### config.mk
export PLATFORM = sky130hd
export DESIGN_NAME = cips_seq
export DESIGN_NICKNAME = d
export VERILOG_FILES = /design/src/design/cips_pkg.sv /design/src/design/cips_seq.sv
export VERILOG_INCLUDE_DIRS = /design/src /design/src/design
export SDC_FILE = /design/constraint.sdc
export NUM_CORES = 1
export LEC_CHECK = 0
export BUFFER_PORTS_ARGS = -buffer_cell sky130_fd_sc_hd__buf_4
export CAP_MARGIN = 20
export CORE_UTILIZATION = 55
export DETAILED_ROUTE_END_ITERATION = 10
export PLACE_DENSITY = 0.74
export REMOVE_ABC_BUFFERS = 1
export SKIP_LAST_GASP = 1
export SYNTH_ARGS = -nofsm -noshare
export SYNTH_HDL_FRONTEND = slang
export SYNTH_SLANG_ARGS = --single-unit
### constraint.sdc
create_clock -name clk_in -period 9 [get_ports clk_in]
set_input_delay 1.8 -clock clk_in [delete_from_list [all_inputs] [get_ports clk_in]]
set_output_delay 1.8 -clock clk_in [all_outputs]
set_load 0.1 [all_outputs]
### src/design/cips_cfg.svh
// Constants for the charger input power-up sequencer
`ifndef CIPS_CFG_SVH
`define CIPS_CFG_SVH

// ==============================
// Clock and timing
`define CIPS_CLK_HZ         10000000
`define CIPS_MS_CYC         (`CIPS_CLK_HZ / 1000)
`define CIPS_T_INTERNAL_BIAS_REGULATOR_MS      220
`define CIPS_T_QUAL_MS      30
`define CIPS_T_RETRY_MS     2000
`define CIPS_T_OTG_MS       30
`define CIPS_T_PFM_MS       1
`define CIPS_CYC_INTERNAL_BIAS_REGULATOR       (`CIPS_T_INTERNAL_BIAS_REGULATOR_MS * `CIPS_MS_CYC)
`define CIPS_CYC_QUAL       (`CIPS_T_QUAL_MS * `CIPS_MS_CYC)
`define CIPS_CYC_RETRY      (`CIPS_T_RETRY_MS * `CIPS_MS_CYC)
`define CIPS_CYC_OTG        (`CIPS_T_OTG_MS * `CIPS_MS_CYC)
`define CIPS_CYC_PFM        (`CIPS_T_PFM_MS * `CIPS_MS_CYC)

// ==============================
// Register map
`define CIPS_ADDR_CTRL      4'h0
`define CIPS_ADDR_VLIM      4'h1
`define CIPS_ADDR_ILIM      4'h2
`define CIPS_ADDR_DPDM      4'h3
`define CIPS_ADDR_STAT      4'h4
`define CIPS_ADDR_VEFF      4'h5

// CTRL bit positions
`define CIPS_B_HOSTMODE     0
`define CIPS_B_FORCEDET     1
`define CIPS_B_CHGEN        2
`define CIPS_B_PFMBLK       3
`define CIPS_B_OTGEN        4
`define CIPS_B_BOOSTSEL     5

// ==============================
// Codes and reset values
`define CIPS_ILIM_200MA     5'h01
`define CIPS_ILIM_500MA     5'h04
`define CIPS_ILIM_1000MA    5'h09
`define CIPS_ILIM_1500MA    5'h0E
`define CIPS_ILIM_2000MA    5'h13
`define CIPS_ILIM_2100MA    5'h14
`define CIPS_ILIM_2400MA    5'h17
`define CIPS_VLIM_RST       4'h6
`define CIPS_VOS_RST        2'h0
`define CIPS_SRC_NONE       3'h0
`define CIPS_SRC_SDP        3'h1
`define CIPS_SRC_ADAPT      3'h2
`define CIPS_SRC_CDP        3'h3
`define CIPS_SRC_DCP        3'h4
`define CIPS_SRC_UNK        3'h5
`define CIPS_SRC_NSTD       3'h6
`define CIPS_SRC_OTG        3'h7
`define CIPS_CTRL_RST       8'h24

`endif

### src/design/cips_pkg.sv
// Types for the charger input power-up sequencer
`default_nettype none
package cips_pkg;
   // Input-side power-up sequence
   typedef enum logic [2:0] {
      CIPS_HIZ, CIPS_QUAL, CIPS_RETRY, CIPS_DETECT, CIPS_RUN, CIPS_BOOST
   } cips_state_t;
   // BC1.2 result from the analog detector
   typedef enum logic [2:0] {
      CIPS_BC_SDP, CIPS_BC_CDP, CIPS_BC_DCP, CIPS_BC_DIV1,
      CIPS_BC_DIV2, CIPS_BC_DIV3, CIPS_BC_DIV4, CIPS_BC_UNK
   } cips_bc_t;
endpackage : cips_pkg
`default_nettype wire

### src/design/cips_seq.sv
// Charger input power-up and boost entry sequencer
//
// Implementation choices: the register offsets and the address-and-strobe port.
`include "cips_cfg.svh"
`default_nettype none
module cips_seq #(
   parameter int unsigned CYC_INTERNAL_BIAS_REGULATOR  = `CIPS_CYC_INTERNAL_BIAS_REGULATOR,
   parameter int unsigned CYC_QUAL  = `CIPS_CYC_QUAL,
   parameter int unsigned CYC_RETRY = `CIPS_CYC_RETRY,
   parameter int unsigned CYC_OTG   = `CIPS_CYC_OTG,
   parameter int unsigned CYC_PFM   = `CIPS_CYC_PFM,
   parameter bit          USE_BC12  = 1'b1
) (
   input  wire logic             clk_in,
   input  wire logic             reset_in,
   // Register port
   input  wire logic [3:0]       addr_in,
   input  wire logic [7:0]       wdata_in,
   input  wire logic             wr_in,
   input  wire logic             rd_in,
   output logic      [7:0]       rdata_out,
   // Comparator flags
   input  wire logic             vin_present_in,
   input  wire logic             vin_awake_in,
   input  wire logic             vin_sleep_in,
   input  wire logic             vin_ov_in,
   input  wire logic             vin_min_in,
   input  wire logic             bat_otg_ok_in,
   input  wire logic             ts_ok_in,
   input  wire logic             sys_low_in,
   input  wire logic             bat_below_min_in,
   input  wire logic             select_pin_in,
   // BC1.2 analog detector handshake
   input  wire logic             bc_done_in,
   input  wire cips_pkg::cips_bc_t bc_result_in,
   output logic                  bc_run_out,
   // Analog controls
   output logic                  regulator_on_out,
   output logic                  test_load_out,
   output logic                  converter_on_out,
   output logic                  boost_on_out,
   output logic                  light_load_out,
   output logic                  battery_switch_out,
   output logic                  boost_2a_out,
   output logic [4:0]            ilim_eff_out,
   output logic [3:0]            vlim_out,
   output logic [1:0]            vlim_os_out,
   output logic                  vtrack_on_out,
   output logic [1:0]            vtrack_sel_out,
   output logic [1:0]            dplus_drive_out,
   output logic [1:0]            dminus_drive_out,
   output logic                  host_alert_pulse_out
);
   import cips_pkg::*;

   initial begin
      if (CYC_INTERNAL_BIAS_REGULATOR == 0 || CYC_QUAL == 0 || CYC_RETRY == 0 || CYC_OTG == 0 || CYC_PFM == 0)
         $error("timing counts must be nonzero");
   end

   // ==============================
   // Input synchronisers
   localparam int NSYNC = 11;
   logic [NSYNC-1:0] raw_in;
   logic [NSYNC-1:0] sync1_ff, sync2_ff;
   logic             done_q_ff;
   assign raw_in = {vin_present_in, vin_awake_in, vin_sleep_in, vin_ov_in, vin_min_in,
                    bat_otg_ok_in, ts_ok_in, sys_low_in, bat_below_min_in,
                    select_pin_in, bc_done_in};

   // Two-stage catch of every comparator flag
   always_ff @(posedge clk_in or posedge reset_in) begin
      if (reset_in) begin
         sync1_ff <= '0;
         sync2_ff <= '0;
      end else begin
         sync1_ff <= raw_in;
         sync2_ff <= sync1_ff;
      end
   end

   logic s_present, s_awake, s_sleep, s_ov, s_min, s_batok, s_ts, s_syslow;
   logic s_batlow, s_sel, s_done;
   assign {s_present, s_awake, s_sleep, s_ov, s_min, s_batok, s_ts, s_syslow,
           s_batlow, s_sel, s_done} = sync2_ff;

   // ==============================
   // Functions
   // BC1.2 result to current code and source type
   function automatic logic [7:0] bc_map(input cips_bc_t r);
      unique case (r)
         CIPS_BC_SDP:  bc_map = {`CIPS_SRC_SDP,  `CIPS_ILIM_500MA};
         CIPS_BC_CDP:  bc_map = {`CIPS_SRC_CDP,  `CIPS_ILIM_1500MA};
         CIPS_BC_DCP:  bc_map = {`CIPS_SRC_DCP,  `CIPS_ILIM_2400MA};
         CIPS_BC_DIV1: bc_map = {`CIPS_SRC_NSTD, `CIPS_ILIM_2100MA};
         CIPS_BC_DIV2: bc_map = {`CIPS_SRC_NSTD, `CIPS_ILIM_2000MA};
         CIPS_BC_DIV3: bc_map = {`CIPS_SRC_NSTD, `CIPS_ILIM_1000MA};
         CIPS_BC_DIV4: bc_map = {`CIPS_SRC_NSTD, `CIPS_ILIM_2400MA};
         CIPS_BC_UNK:  bc_map = {`CIPS_SRC_UNK,  `CIPS_ILIM_500MA};
      endcase
   endfunction : bc_map

   // Select pin level to current code and source type
   function automatic logic [7:0] pin_map(input logic hi);
      pin_map = hi ? {`CIPS_SRC_SDP, `CIPS_ILIM_500MA}
                   : {`CIPS_SRC_ADAPT, `CIPS_ILIM_2400MA};
   endfunction : pin_map

   // ==============================
   // State
   cips_state_t state_ff, nxt_state;
   logic [31:0] cnt_ff, nxt_cnt;
   logic [31:0] otg_cnt_ff, nxt_otg_cnt;
   logic [31:0] pfm_cnt_ff, nxt_pfm_cnt;
   logic [7:0]  ctrl_ff, nxt_ctrl;
   logic [3:0]  vlim_ff, nxt_vlim;
   logic [1:0]  vos_ff, nxt_vos;
   logic [1:0]  vtrk_ff, nxt_vtrk;
   logic [4:0]  ilim_ff, nxt_ilim;
   logic [1:0]  dp_ff, nxt_dp, dm_ff, nxt_dm;
   logic [2:0]  src_ff, nxt_src;
   logic        good_ff, nxt_good, pg_ff, nxt_pg;
   logic        alert_ff, nxt_alert;
   logic        bcrun_ff, nxt_bcrun;
   logic [7:0]  rdata_ff, nxt_rdata;
   logic        det_done;
   logic [7:0]  det_res;

   // Detection finishes on the BC1.2 done edge, or at once for the pin
   assign det_done = USE_BC12 ? (s_done && !done_q_ff && bcrun_ff) : 1'b1;
   assign det_res  = USE_BC12 ? bc_map(bc_result_in) : pin_map(s_sel);

   // Next-state: sequence, timers and register writes
   always_comb begin
      nxt_state   = state_ff;
      nxt_cnt     = cnt_ff;
      nxt_otg_cnt = otg_cnt_ff;
      nxt_pfm_cnt = pfm_cnt_ff;
      nxt_ctrl    = ctrl_ff;
      nxt_vlim    = vlim_ff;
      nxt_vos     = vos_ff;
      nxt_vtrk    = vtrk_ff;
      nxt_ilim    = ilim_ff;
      nxt_dp      = dp_ff;
      nxt_dm      = dm_ff;
      nxt_src     = src_ff;
      nxt_good    = good_ff;
      nxt_pg      = pg_ff;
      nxt_alert   = 1'b0;
      nxt_bcrun   = 1'b0;
      nxt_rdata   = 8'h00;
      // Software writes first, so hardware updates below win
      if (wr_in) begin
         unique case (addr_in)
            `CIPS_ADDR_CTRL: nxt_ctrl = wdata_in;
            `CIPS_ADDR_VLIM: begin
               nxt_vlim = wdata_in[3:0];
               nxt_vos  = wdata_in[5:4];
               nxt_vtrk = wdata_in[7:6];
            end
            `CIPS_ADDR_ILIM: nxt_ilim = wdata_in[4:0];
            `CIPS_ADDR_DPDM: begin
               nxt_dp = wdata_in[1:0];
               nxt_dm = wdata_in[3:2];
            end
            default: ;
         endcase
      end
      if (rd_in) begin
         unique case (addr_in)
            `CIPS_ADDR_CTRL: nxt_rdata = ctrl_ff;
            `CIPS_ADDR_VLIM: nxt_rdata = {vtrk_ff, vos_ff, vlim_ff};
            `CIPS_ADDR_ILIM: nxt_rdata = {3'h0, ilim_ff};
            `CIPS_ADDR_DPDM: nxt_rdata = {4'h0, dm_ff, dp_ff};
            `CIPS_ADDR_STAT: nxt_rdata = {pg_ff, good_ff, 1'b0, src_ff, state_ff[1:0]};
            `CIPS_ADDR_VEFF: nxt_rdata = {3'h0, ilim_eff_out};
            default:         nxt_rdata = 8'h00;
         endcase
      end
      // OTG enable must have stood for 30ms
      if (!ctrl_ff[`CIPS_B_OTGEN])
         nxt_otg_cnt = '0;
      else if (otg_cnt_ff < CYC_OTG)
         nxt_otg_cnt = otg_cnt_ff + 32'd1;
      if (state_ff != CIPS_BOOST)
         nxt_pfm_cnt = '0;
      else if (pfm_cnt_ff < CYC_PFM)
         nxt_pfm_cnt = pfm_cnt_ff + 32'd1;

      unique case (state_ff)
         CIPS_HIZ: begin
            if (s_present && s_awake) begin
               nxt_cnt = cnt_ff + 32'd1;
               if (cnt_ff + 32'd1 >= CYC_INTERNAL_BIAS_REGULATOR) begin
                  nxt_state = CIPS_QUAL;
                  nxt_cnt   = '0;
               end
            end else begin
               nxt_cnt = '0;
               if (otg_cnt_ff >= CYC_OTG && s_batok && s_sleep && s_ts)
                  nxt_state = CIPS_BOOST;
            end
         end
         CIPS_QUAL: begin
            nxt_cnt = cnt_ff + 32'd1;
            if (s_ov || !s_min) begin
               nxt_state = CIPS_RETRY;
               nxt_cnt   = '0;
            end else if (cnt_ff + 32'd1 >= CYC_QUAL) begin
               nxt_state = CIPS_DETECT;
               nxt_good  = 1'b1;
               nxt_alert = 1'b1;
               nxt_cnt   = '0;
            end
         end
         CIPS_RETRY: begin
            nxt_cnt = cnt_ff + 32'd1;
            if (cnt_ff + 32'd1 >= CYC_RETRY) begin
               nxt_state = CIPS_QUAL;
               nxt_cnt   = '0;
            end
         end
         CIPS_DETECT: begin
            nxt_bcrun = USE_BC12 && !det_done;
            if (det_done) begin
               nxt_ilim  = det_res[4:0];
               nxt_src   = det_res[7:5];
               nxt_pg    = 1'b1;
               nxt_alert = 1'b1;
               nxt_state = CIPS_RUN;
            end
         end
         CIPS_RUN: begin
            // Pin tracked live only in default mode
            if (!USE_BC12 && !ctrl_ff[`CIPS_B_HOSTMODE]) begin
               nxt_ilim = det_res[4:0];
               nxt_src  = det_res[7:5];
            end
            if (ctrl_ff[`CIPS_B_FORCEDET] && ctrl_ff[`CIPS_B_HOSTMODE])
               nxt_state = CIPS_DETECT;
         end
         CIPS_BOOST: begin
            nxt_src = `CIPS_SRC_OTG;
            if (!ctrl_ff[`CIPS_B_OTGEN] || !s_batok)
               nxt_state = CIPS_HIZ;
         end
         default: nxt_state = CIPS_HIZ;
      endcase
      // Force bit drops itself once detection completes
      if (state_ff == CIPS_DETECT && det_done)
         nxt_ctrl[`CIPS_B_FORCEDET] = 1'b0;
      // Input gone: back to high impedance, status lost
      if (state_ff != CIPS_HIZ && state_ff != CIPS_BOOST && !(s_present && s_awake)) begin
         nxt_state = CIPS_HIZ;
         nxt_cnt   = '0;
         nxt_good  = 1'b0;
         nxt_pg    = 1'b0;
         nxt_src   = `CIPS_SRC_NONE;
      end
      if (state_ff == CIPS_BOOST && nxt_state == CIPS_HIZ)
         nxt_src = `CIPS_SRC_NONE;
   end

   // State registers
   always_ff @(posedge clk_in or posedge reset_in) begin
      if (reset_in) begin
         state_ff   <= CIPS_HIZ;
         cnt_ff     <= '0;
         otg_cnt_ff <= '0;
         pfm_cnt_ff <= '0;
         ctrl_ff    <= `CIPS_CTRL_RST;
         vlim_ff    <= `CIPS_VLIM_RST;
         vos_ff     <= `CIPS_VOS_RST;
         vtrk_ff    <= 2'h0;
         ilim_ff    <= `CIPS_ILIM_500MA;
         dp_ff      <= 2'h0;
         dm_ff      <= 2'h0;
         src_ff     <= `CIPS_SRC_NONE;
         good_ff    <= 1'b0;
         pg_ff      <= 1'b0;
         alert_ff   <= 1'b0;
         bcrun_ff   <= 1'b0;
         rdata_ff   <= 8'h00;
         done_q_ff  <= 1'b0;
      end else begin
         state_ff   <= nxt_state;
         cnt_ff     <= nxt_cnt;
         otg_cnt_ff <= nxt_otg_cnt;
         pfm_cnt_ff <= nxt_pfm_cnt;
         ctrl_ff    <= nxt_ctrl;
         vlim_ff    <= nxt_vlim;
         vos_ff     <= nxt_vos;
         vtrk_ff    <= nxt_vtrk;
         ilim_ff    <= nxt_ilim;
         dp_ff      <= nxt_dp;
         dm_ff      <= nxt_dm;
         src_ff     <= nxt_src;
         good_ff    <= nxt_good;
         pg_ff      <= nxt_pg;
         alert_ff   <= nxt_alert;
         bcrun_ff   <= nxt_bcrun;
         rdata_ff   <= nxt_rdata;
         done_q_ff  <= s_done;
      end
   end

   // ==============================
   // Analog control outputs, registered apart from the three state decodes (regulator, test load, boost)
   logic [4:0] nxt_ilim_eff;
   logic       nxt_light, nxt_conv, nxt_bsw, nxt_trk;
   logic [1:0] nxt_dpo, nxt_dmo;
   logic [4:0] ilim_eff_ff;
   logic       light_ff, conv_ff, bsw_ff, trk_ff;
   logic [1:0] dpo_ff, dmo_ff;

   // Output drive: converter, limits, light-load and line drives
   always_comb begin
      nxt_conv = (nxt_state == CIPS_RUN);
      // Soft-start cap while system rail is low
      if (s_syslow && nxt_ilim > `CIPS_ILIM_200MA)
         nxt_ilim_eff = `CIPS_ILIM_200MA;
      else
         nxt_ilim_eff = nxt_ilim;
      nxt_bsw = nxt_conv ? nxt_ctrl[`CIPS_B_CHGEN] : 1'b1;
      if (nxt_ctrl[`CIPS_B_PFMBLK])
         nxt_light = 1'b0;
      else if (nxt_state == CIPS_BOOST)
         nxt_light = (nxt_pfm_cnt < CYC_PFM);
      else
         nxt_light = nxt_conv && (!nxt_ctrl[`CIPS_B_CHGEN] || s_batlow);
      // Tracking only counts with zero offset field
      nxt_trk = (nxt_vtrk != 2'h0) && (nxt_vos == 2'h0);
      // Host line settings masked while BC1.2 owns the lines
      nxt_dpo = nxt_bcrun ? 2'h0 : nxt_dp;
      nxt_dmo = nxt_bcrun ? 2'h0 : nxt_dm;
   end

   // Output registers
   always_ff @(posedge clk_in or posedge reset_in) begin
      if (reset_in) begin
         ilim_eff_ff <= 5'h00;
         light_ff    <= 1'b0;
         conv_ff     <= 1'b0;
         bsw_ff      <= 1'b1;
         trk_ff      <= 1'b0;
         dpo_ff      <= 2'h0;
         dmo_ff      <= 2'h0;
      end else begin
         ilim_eff_ff <= nxt_ilim_eff;
         light_ff    <= nxt_light;
         conv_ff     <= nxt_conv;
         bsw_ff      <= nxt_bsw;
         trk_ff      <= nxt_trk;
         dpo_ff      <= nxt_dpo;
         dmo_ff      <= nxt_dmo;
      end
   end

   // Register-backed outputs, with regulator, test load and boost decoded from the state
   assign rdata_out            = rdata_ff;
   assign host_alert_pulse_out = alert_ff;
   assign bc_run_out           = bcrun_ff;
   assign regulator_on_out     = !(state_ff inside {CIPS_HIZ, CIPS_BOOST});
   assign test_load_out        = (state_ff == CIPS_QUAL);
   assign converter_on_out     = conv_ff;
   assign boost_on_out         = (state_ff == CIPS_BOOST);
   assign light_load_out       = light_ff;
   assign battery_switch_out   = bsw_ff;
   assign boost_2a_out         = ctrl_ff[`CIPS_B_BOOSTSEL];
   assign ilim_eff_out         = ilim_eff_ff;
   assign vlim_out             = vlim_ff;
   assign vlim_os_out          = vos_ff;
   assign vtrack_on_out        = trk_ff;
   assign vtrack_sel_out       = vtrk_ff;
   assign dplus_drive_out      = dpo_ff;
   assign dminus_drive_out     = dmo_ff;
endmodule : cips_seq
`default_nettype wire
=== Word-level counts from Yosys, hierarchy flattened ===
Memory sizes are Yosys's and may differ from the RTL's.
Index checks and enable logic that the tools add are counted.

* Equality and inequality tests: 16
* Multiplexer cells: 61
* Magnitude comparators: 8
* Add/subtract/negate cells: 3
* Reductions and logical operators: 46

{| class="wikitable"
|+ Operators by type and width
! operator !! count
|-
| two-way mux 32 bit || 10
|-
| adder 32 x 1 -> 32 bit, second input constant || 3
|-
| case mux 32 bit (3 select lines) || 1
|-
| greater-or-equal comparator 32 x 19 -> 1 bit, second input constant || 2
|-
| < comparator 32 x 14 -> 1 bit, second input constant || 2
|-
| case mux 8 bit (6 select lines) || 1
|-
| two-way mux 3 bit || 13
|-
| greater-or-equal comparator 32 x 22 -> 1 bit, second input constant || 1
|-
| greater-or-equal comparator 32 x 25 -> 1 bit, second input constant || 1
|-
| < comparator 32 x 19 -> 1 bit, second input constant || 1
|-
| two-way mux 5 bit || 5
|-
| two-way mux 2 bit || 10
|-
| case mux 3 bit (6 select lines) || 1
|-
| nonzero test 2 bit || 8
|-
| two-way mux 1 bit || 15
|-
| logical AND 1 bit || 14
|-
| == test 3 bit, second input constant || 4
|-
| AND reduction 2 bit || 5
|-
| == test 4 x 2 -> 1 bit, second input constant || 2
|-
| == test 4 x 3 -> 1 bit, second input constant || 2
|-
| logical NOT 1 bit || 8
|-
| two-way mux 4 bit || 2
|-
| two-way mux 8 bit || 1
|-
| nonzero test 4 bit || 2
|-
| 15 further kinds || 20
|}

* Word-level logic and storage cells: 164
* Register bits: 175
* Memories kept: 1
* Output and inout bits: 35
* Memory bits (read-only): 64

{| class="wikitable"
|+ Memory list
! memory !! words !! bits a word !! read ports !! clocked after memory_dff !! write ports !! RTL line !! RTL
|-
| (no name shown) || 8 || 8 || 1 || 0 || 0 || cips_seq.sv:91 || <nowiki>unique case (r)</nowiki>
|}

=== Depth between registers and ports, before layout ===
Gate-level depths: netlist of the first run.

* Depth in word-level cells: 12
* Mapped depth: 13

=== Least setup slack after synthesis of the first run ===
OpenSTA, ideal clock, no wires.

* Path type: flip-flop to output port
* Start: register state_ff[0]
* End: output port test_load_out
* Stages on the path, launching flop included: 4
* Data arrival time: 2183 ps
* Required time: 7200 ps
* Path slack: 5017 ps
* Cell sequence: dfrtp_1 clkbuf_1 nor2b_1 nor2b_1

* Cells in the longest elaborated chain, start to end: 1

{| class="wikitable"
|+ RTL lines
! what !! RTL line !! RTL
|-
| from (decl) || cips_seq.sv:111 || <nowiki>cips_state_t state_ff, nxt_state;</nowiki>
|-
| from (signal assigned) || cips_seq.sv:286 || <nowiki>state_ff <= nxt_state;</nowiki>
|-
| == test 3 x 1 -> 1 bit || cips_seq.sv:364 || <nowiki>assign test_load_out = (state_ff == CIPS_QUAL);</nowiki>
|-
| to (decl) || cips_seq.sv:39 || <nowiki>output logic test_load_out,</nowiki>
|}

No other way between the ends.

=== Final worst setup path of the first run ===
* Start: register state_ff[2]
* End: output port boost_on_out

* Cells in the longest elaborated chain, start to end: 1

{| class="wikitable"
|+ RTL lines
! what !! RTL line !! RTL
|-
| == test 3 bit || cips_seq.sv:366 || <nowiki>assign boost_on_out = (state_ff == CIPS_BOOST);</nowiki>
|-
| to (decl) || cips_seq.sv:41 || <nowiki>output logic boost_on_out,</nowiki>
|}

No other way between the ends.

==> results of run 1 <==
sequential cells by signal, summed over array words and instances (netlist names), 2 cells and up:
name and cells:
cnt_ff 32, otg_cnt_ff 32, pfm_cnt_ff 32, sync1_ff 10, sync2_ff 10, ctrl_ff 8
rdata_out 8, ilim_eff_out 5, ilim_ff 5, vlim_out 4, src_ff 3, state_ff 3
dm_ff 2, dminus_drive_out 2, dp_ff 2, dplus_drive_out 2, vlim_os_out 2, vtrack_sel_out 2
layout make-up:
type,instances,area [µm²]
Clock buffer,19,443
Clock inverter,13,200
Fill cell,1242,5400
Inverter,29,114
Multi-Input combinational cell,610,4030
Sequential cell,173,4340
Tap cell,211,264
Timing Repair Buffer,70,527
power by group through the flow:
stage	registers [µW]	logic, µW	clock network, µW
2_1_floorplan	1010	88.8	0
3_3_place_gp	871	304	0
3_5_place_dp	872	309	0
4_1_cts	858	310	812
5_1_grt	864	326	845
6_report	859	309	803
cell usage in the layout, fill, tap and decap left out, drive strengths merged, types with 10 or more instances in the layout:
cell type,instances
nand4,23
nor4,32
inv,35
dfrtp,167
mux2i,27
nand3,41
o21ai,32
o22ai,10
and2,17
nor2b,14
and3,31
xor2,21
clkbuf,20
a21oi,26
xnor2,17
nand2,61
nor2,78
nor3,31
buf,69
a31oi,14
mux2,21
and4,13
how the worst max path moves through the flow:
stage                                        end  slack [ps]  cells past startpoint
after floorplan             bc_run_out$_DFF_PP0_        2520                      1
final                               boost_on_out        4670                      3
after detailed placement  cnt_ff[14]$_DFFE_PP0P_        4590                     10
after CTS                 cnt_ff[13]$_DFFE_PP0P_        4490                     10
after global placement    cnt_ff[21]$_DFFE_PP0P_        4740                     10
after global routing      cnt_ff[21]$_DFFE_PP0P_        4400                     11
metrics by stage:
step	area, µm²	utilization	hold WS [ps]	worst slack [ps]	instances
2_1_floorplan	8470	-	331	2520	812
3_3_place_gp	9240	0.603	334	4740	1089
3_5_place_dp	9240	0.603	335	4590	1089
4_1_cts	9880	0.645	351	4490	1121
5_1_grt	9910	0.647	358	4400	1125
6_report	9910	0.647	350	4670	1125
metal layers:
layer  vias to the layer above  track usage  part of all wire
li1                       3194            -                 -
met1                      3410        0.361              0.45
met2                       260        0.418              0.48
met3                        31       0.0540             0.052
met4                         0       0.0927             0.015
met5                         -            0                 0
cell families (layout without fill, tap and decap cells):
kind of cell / count (synthesis) / in the layout / synth area share
flops: 173 / 173 / 0.500
xor+xnor: 38 / 38 / 0.0392
simple gates: 375 / 375 / 0.245
fa+ha+maj: 7 / 7 / 0.0101
compound gates: 141 / 141 / 0.109
mux: 49 / 49 / 0.0610
buf+inv: 75 / 131 / 0.0359
worst reg2reg max path: stages (launching register included):
cell and delay (ps):
dfrtp_1 550, ha_1 380, and4_1 440, nand4_4 300, nor3_1 390, xor2_2 490, nand3_1 130, o22ai_1 460
nor4_2 170, buf_4 210, nor3_2 460, o22ai_1 180
==> flow_summary_export.csv, run 1 <==
group,metric,value,unit
yosys,ys_seq_area_frac,0.500,
yosys,yosysWarnings,0,
placement,gp_congestion,0.899,
layout,area_growth,14.2,%
die,die_height,128,µm
clock_network,ctsLongestPathBuffers,2,
power,power_frac_clock,0.407,
clock_network,path_clk_slew,70,ps
yosys,synth_commonest_cells,"167 x dfrtp_1, 76 x nor2_1, 60 x nand2_1, 41 x nand3_1, 31 x and3_1",
yosys,ys_ff_latch,173,
yosys,synth_area,8680,µm²
die,die_x,128,µm
yosys,synth_cells,858,
timing,finalMaxSlewViolations,0,
timing,relSlewSlack,0.328,
setup_path,cp-startpoint,"state_ff[2]$_DFF_PP0_",
power,p_per_area,199,nW/µm²
setup_path,start_kind,"register",
hold_path,min_path_cells,0,
timing,rsz0062_at_grt,"false",
yosys,syn_area_per_cell,10.1,µm²
clock_network,cts_root_buffer,"clkbuf_16",
setup_path,path_cells,"nand2_1 -> inv_1 -> buf_4",
clock_network,insertion_delay,430,ps
run,cap_violations,0,
setup_path,r2r_end,"cnt_ff[13]$_DFFE_PP0P_",
setup_path,crit_family,"flip-flops",
timing,period_share,0.481,
global_route,grt_pass1_wl,33500,µm
yosys,yosysMostFrequentCell,"dfrtp_1",
setup_path,crit_slowest_cell,"dfrtp_1",
power,p_total,1970,µW
detailed_routing,wire_per_inst,18.1,µm
power,pwr-share-seq,0.436,
detailed_routing,totalWireLength,20400,µm
yosys,synthDistinctLibCells,75,
clock_network,clock_sinks,173,
detailed_routing,via_per_inst,6.13,
global_route,grt_pass1_vias,6678,
yosys,synth_top_area_cell,"dfrtp_1",
global_route,grt_max_degree,103,
timing,setup-violations-final,0,
die,dieArea,16300,µm²
yosys,synth_edf_count,0,
global_route,overflow,0,
global_route,antenna_found_initial,0,
yosys,ys_top_cells_by_area,"dfrtp_1 48%, nor2_1 3.3%, mux2i_1 3.1%",
timing,fin_setup_tns,0,ps
yosys,synth_top_area_frac,0.482,
placement,dpl.hpwl,13700,µm
detailed_routing,drtIter0Drc,587,
clock_network,numCtsBuffers,17,
die,ios,65,
timing,finalHoldViolCount,0,
power,p_int,1390,µW
yosys,ys.flop_type,"dfrtp_1",
detailed_routing,dr.pass1.iters,5,
timing,fin_skew,10.5,ps
run_status,status,"finished clean",
layout,nNetsFinal,938,
power,swShare,0.297,
setup_path,rr_startpoint,"cnt_ff[1]$_DFFE_PP0P_",
power,power.switching,586,µW
timing,max_slew.worst_pin.slew,1010,ps
hold_path,hp-start,"sync1_ff[7]$_DFF_PP0_",
clock_network,post-cts-setup-buffer-count,0,
placement,port_buffers,63,
die,rows,45,
setup_path,critPathCaptureType,"output port",
hold_path,hold_class,"register to register",
setup_path,path_class,"register to output port",
setup_path,rrSetupSlack,4700,ps
hold_path,min_to,"sync2_ff[7]$_DFF_PP0_",
clock_network,cts_tree,"built",
setup_path,arrival,2530,ps
setup_path,cp.buffers_inverters,2,
power,comb_power_share,0.157,
clock_network,htreeDepth,4,
detailed_routing,ant_nets,0,
clock_network,hold_buffers,0,
power,irDropWorstVdd,0.178,mV
power,power.leakage,0.00439,µW
timing,max_freq,231,MHz
setup_path,cpPeakStageDelay,810,ps
die,initial_core_util,0.567,
die,coreArea,15300,µm²
detailed_routing,drc,0,
clock_network,cts_resized,0,
detailed_routing,via_count,6895,
layout,antennaDiodeCount,0,
setup_path,required,7200,ps
setup_path,path_max_fanout,28,
setup_path,r2r_cells,11,
layout,drive_above_1_share,0.175,
global_route,gr-usage-all-layers,0.263,
timing,min_period,4330,ps
yosys,synthArstFlopShare,1.00,
Power figures use the tool's default switching activity.
==> inputs of run 2 (changes only) <==
--- a/config.mk
+++ b/config.mk
@@ -10,7 +10,7 @@
 export CAP_MARGIN = 20
 export CORE_UTILIZATION = 55
 export DETAILED_ROUTE_END_ITERATION = 10
-export PLACE_DENSITY = 0.74
+export PLACE_DENSITY = 0.77
 export REMOVE_ABC_BUFFERS = 1
 export SKIP_LAST_GASP = 1
 export SYNTH_ARGS = -nofsm -noshare
==> constraint.sdc (replaced) <==
create_clock -name clk_in -period 3.55 [get_ports clk_in]
set_input_delay 0.71 -clock clk_in [delete_from_list [all_inputs] [get_ports clk_in]]
set_output_delay 0.71 -clock clk_in [all_outputs]
set_load 0.1 [all_outputs]
==> run 2 against run 1 <==
Against the previous run: combinational power rose to 2.6 times the previous value; critical path depth up 11; design area grew 4.1%; via count grew 2.9%; first-iteration DRC count shrank 6.1%; sequential power rose to 2.5 times the previous value; sequential share of layout area shrank 1.7 points.
==> flow_summary_export.csv, run 2 (synthesis gave the netlist of run 1 again) <==
group,metric,value,unit
run_status,status,"finished clean",
detailed_routing,via_count,7092,
die,initial_core_util,0.567,
detailed_routing,totalWireLength,20400,µm
power,irDropWorstVdd,0.542,mV
setup_path,r2r_cells,14,
layout,final_common_cell,"dfrtp_1",
clock_network,cts_tree,"built",
setup_path,critPathCaptureType,"register",
hold_path,hold_class,"register to register",
setup_path,path_max_fanout,9,
clock_network,path_clk_slew,70,ps
timing,max_slew.worst_pin.slew,732,ps
global_route,grt_pass1_vias,6948,
placement,place_area,9630,µm²
placement,dpl.hpwl,14100,µm
die,die_x,128,µm
global_route,grt_max_degree,83,
timing,min_period,3390,ps
timing,fin_setup_tns,0,ps
power,power.leakage,0.00466,µW
global_route,grt_pass1_wl,34200,µm
timing,max_freq,295,MHz
layout,reg_top3,"cnt_ff x32, otg_cnt_ff x32, pfm_cnt_ff x32",
setup_path,required,3890,ps
setup_path,path_class,"register to register",
run,cap_violations,0,
setup_path,arrival,3730,ps
die,dieArea,16300,µm²
layout,drive_above_1_share,0.226,
global_route,gr-usage-all-layers,0.267,
timing,relSlewSlack,0.512,
clock_network,numCtsBuffers,17,
power,p_per_area,468,nW/µm²
detailed_routing,via_per_inst,6.01,
die,die_height,128,µm
clock_network,ctsLongestPathBuffers,2,
layout,final_cell_mix,"167 x dfrtp_1, 124 x buf_4, 76 x nor2_1",
layout,area_growth,18.9,%
clock_network,htreeDepth,4,
timing,period_share,0.955,
timing,finalHoldViolCount,0,
layout,design_area,10300,µm²
die,rows,45,
setup_path,start_kind,"register",
global_route,overflow,0,
detailed_routing,drtIter0Drc,551,
detailed_routing,wire_per_inst,17.3,µm
global_route,antenna_found_initial,0,
clock_network,clock_sinks,173,
die,coreArea,15300,µm²
die,ios,65,
placement,gp_congestion,0.935,
timing,finalMaxSlewViolations,0,
clock_network,cts_root_buffer,"clkbuf_16",
detailed_routing,drc,0,
detailed_routing,dr.pass1.iters,5,
placement,port_buffers,63,
layout,layout.filler_cells,1194,
detailed_routing,ant_nets,0,
hold_path,min_path_cells,0,
timing,setup-violations-final,0,
layout,nNetsFinal,993,
clock_network,insertion_delay,430,ps
layout,antennaDiodeCount,0,
timing,fin_skew,7.98,ps
-- run 2: changes by cell type in the layout (fill, tap and decap cells not counted), moves of 2 or more --
cell,delta
clkinv_2,+2
nor4_2,-2
inv_8,+2
clkinv_4,-2
bufinv_16,-3
buf_4,+56
nor4_4,+2
-- run 2: final timing paths --
check,to,slack [ps],from
min,sync2_ff[2]$_DFF_PP0_,350,sync1_ff[2]$_DFF_PP0_
max,cnt_ff[6]$_DFFE_PP0P_,160,cnt_ff[0]$_DFFE_PP0P_
max in group asynchronous,battery_switch_out$_DFF_PP1_,2340,reset_in
min in group asynchronous,otg_cnt_ff[6]$_DFFE_PP0P_,360,reset_in
min reg2reg,sync2_ff[2]$_DFF_PP0_,350,sync1_ff[2]$_DFF_PP0_
max reg2reg,cnt_ff[6]$_DFFE_PP0P_,160,cnt_ff[0]$_DFFE_PP0P_
-- run 2: stage by stage --
step | power [µW] | setup WS (ps) | util | hold WS, ps | std cells
floorplan | 2780 | -1840 | - | 331 | 812
global placement | 2990 | 122 | 0.629 | 332 | 1140
detailed placement | 3010 | -4.08 | 0.629 | 335 | 1140
CTS | 4850 | -27.5 | 0.668 | 350 | 1172
global route | 5000 | -36.9 | 0.674 | 352 | 1180
finish | 4830 | 160 | 0.674 | 349 | 1180
-- run 2: final cells by class --
cell class              count  area, µm²  area share
multi-input cells         610       4060       0.394
clock inverters            14        149      0.0144
repair buffers            125        951      0.0922
flip-flops and latches    173       4340       0.420
well taps                 211        264      0.0256
inverters                  29        114      0.0110
clock buffers              18        439      0.0426
-- run 2: where the power goes --
| part | total [µW] | leakage, µW | switching, µW | internal (µW) |
|---|---|---|---|---|
| Combinational | 796 | 0.00209 | 587 | 210 |
| Sequential | 2170 | 0.00228 | 81.6 | 2090 |
| Clock | 1860 | 0.000292 | 844 | 1010 |
-- run 2: critical path, stage by stage (launching register included) --
cell	delay (ps)
dfrtp_1	380
ha_1	220
and4_1	240
buf_4	170
and4_1	240
and3_1	210
xor2_1	180
buf_4	160
o31ai_1	280
nand3_2	190
nor4_4	380
buf_4	190
nor4_4	40
buf_4	210
nor3_1	200
-- run 2: timing repair --
item	4_1_cts	5_1_grt
setup endpoints to repair	1	16
buffers inserted	0	7
pin swaps	0	4
hold buffers	0	0
gates resized for setup	1	4
-- run 2: layer usage --
| metal | share of wire | track usage | vias to the layer above |
|---|---|---|---|
| met3 | 0.063 | 0.0536 | 36 |
| li1 | - | - | 3314 |
| met5 | 0 | 0 | - |
| met4 | 0.018 | 0.0990 | 0 |
| met1 | 0.44 | 0.364 | 3486 |
| met2 | 0.48 | 0.427 | 256 |
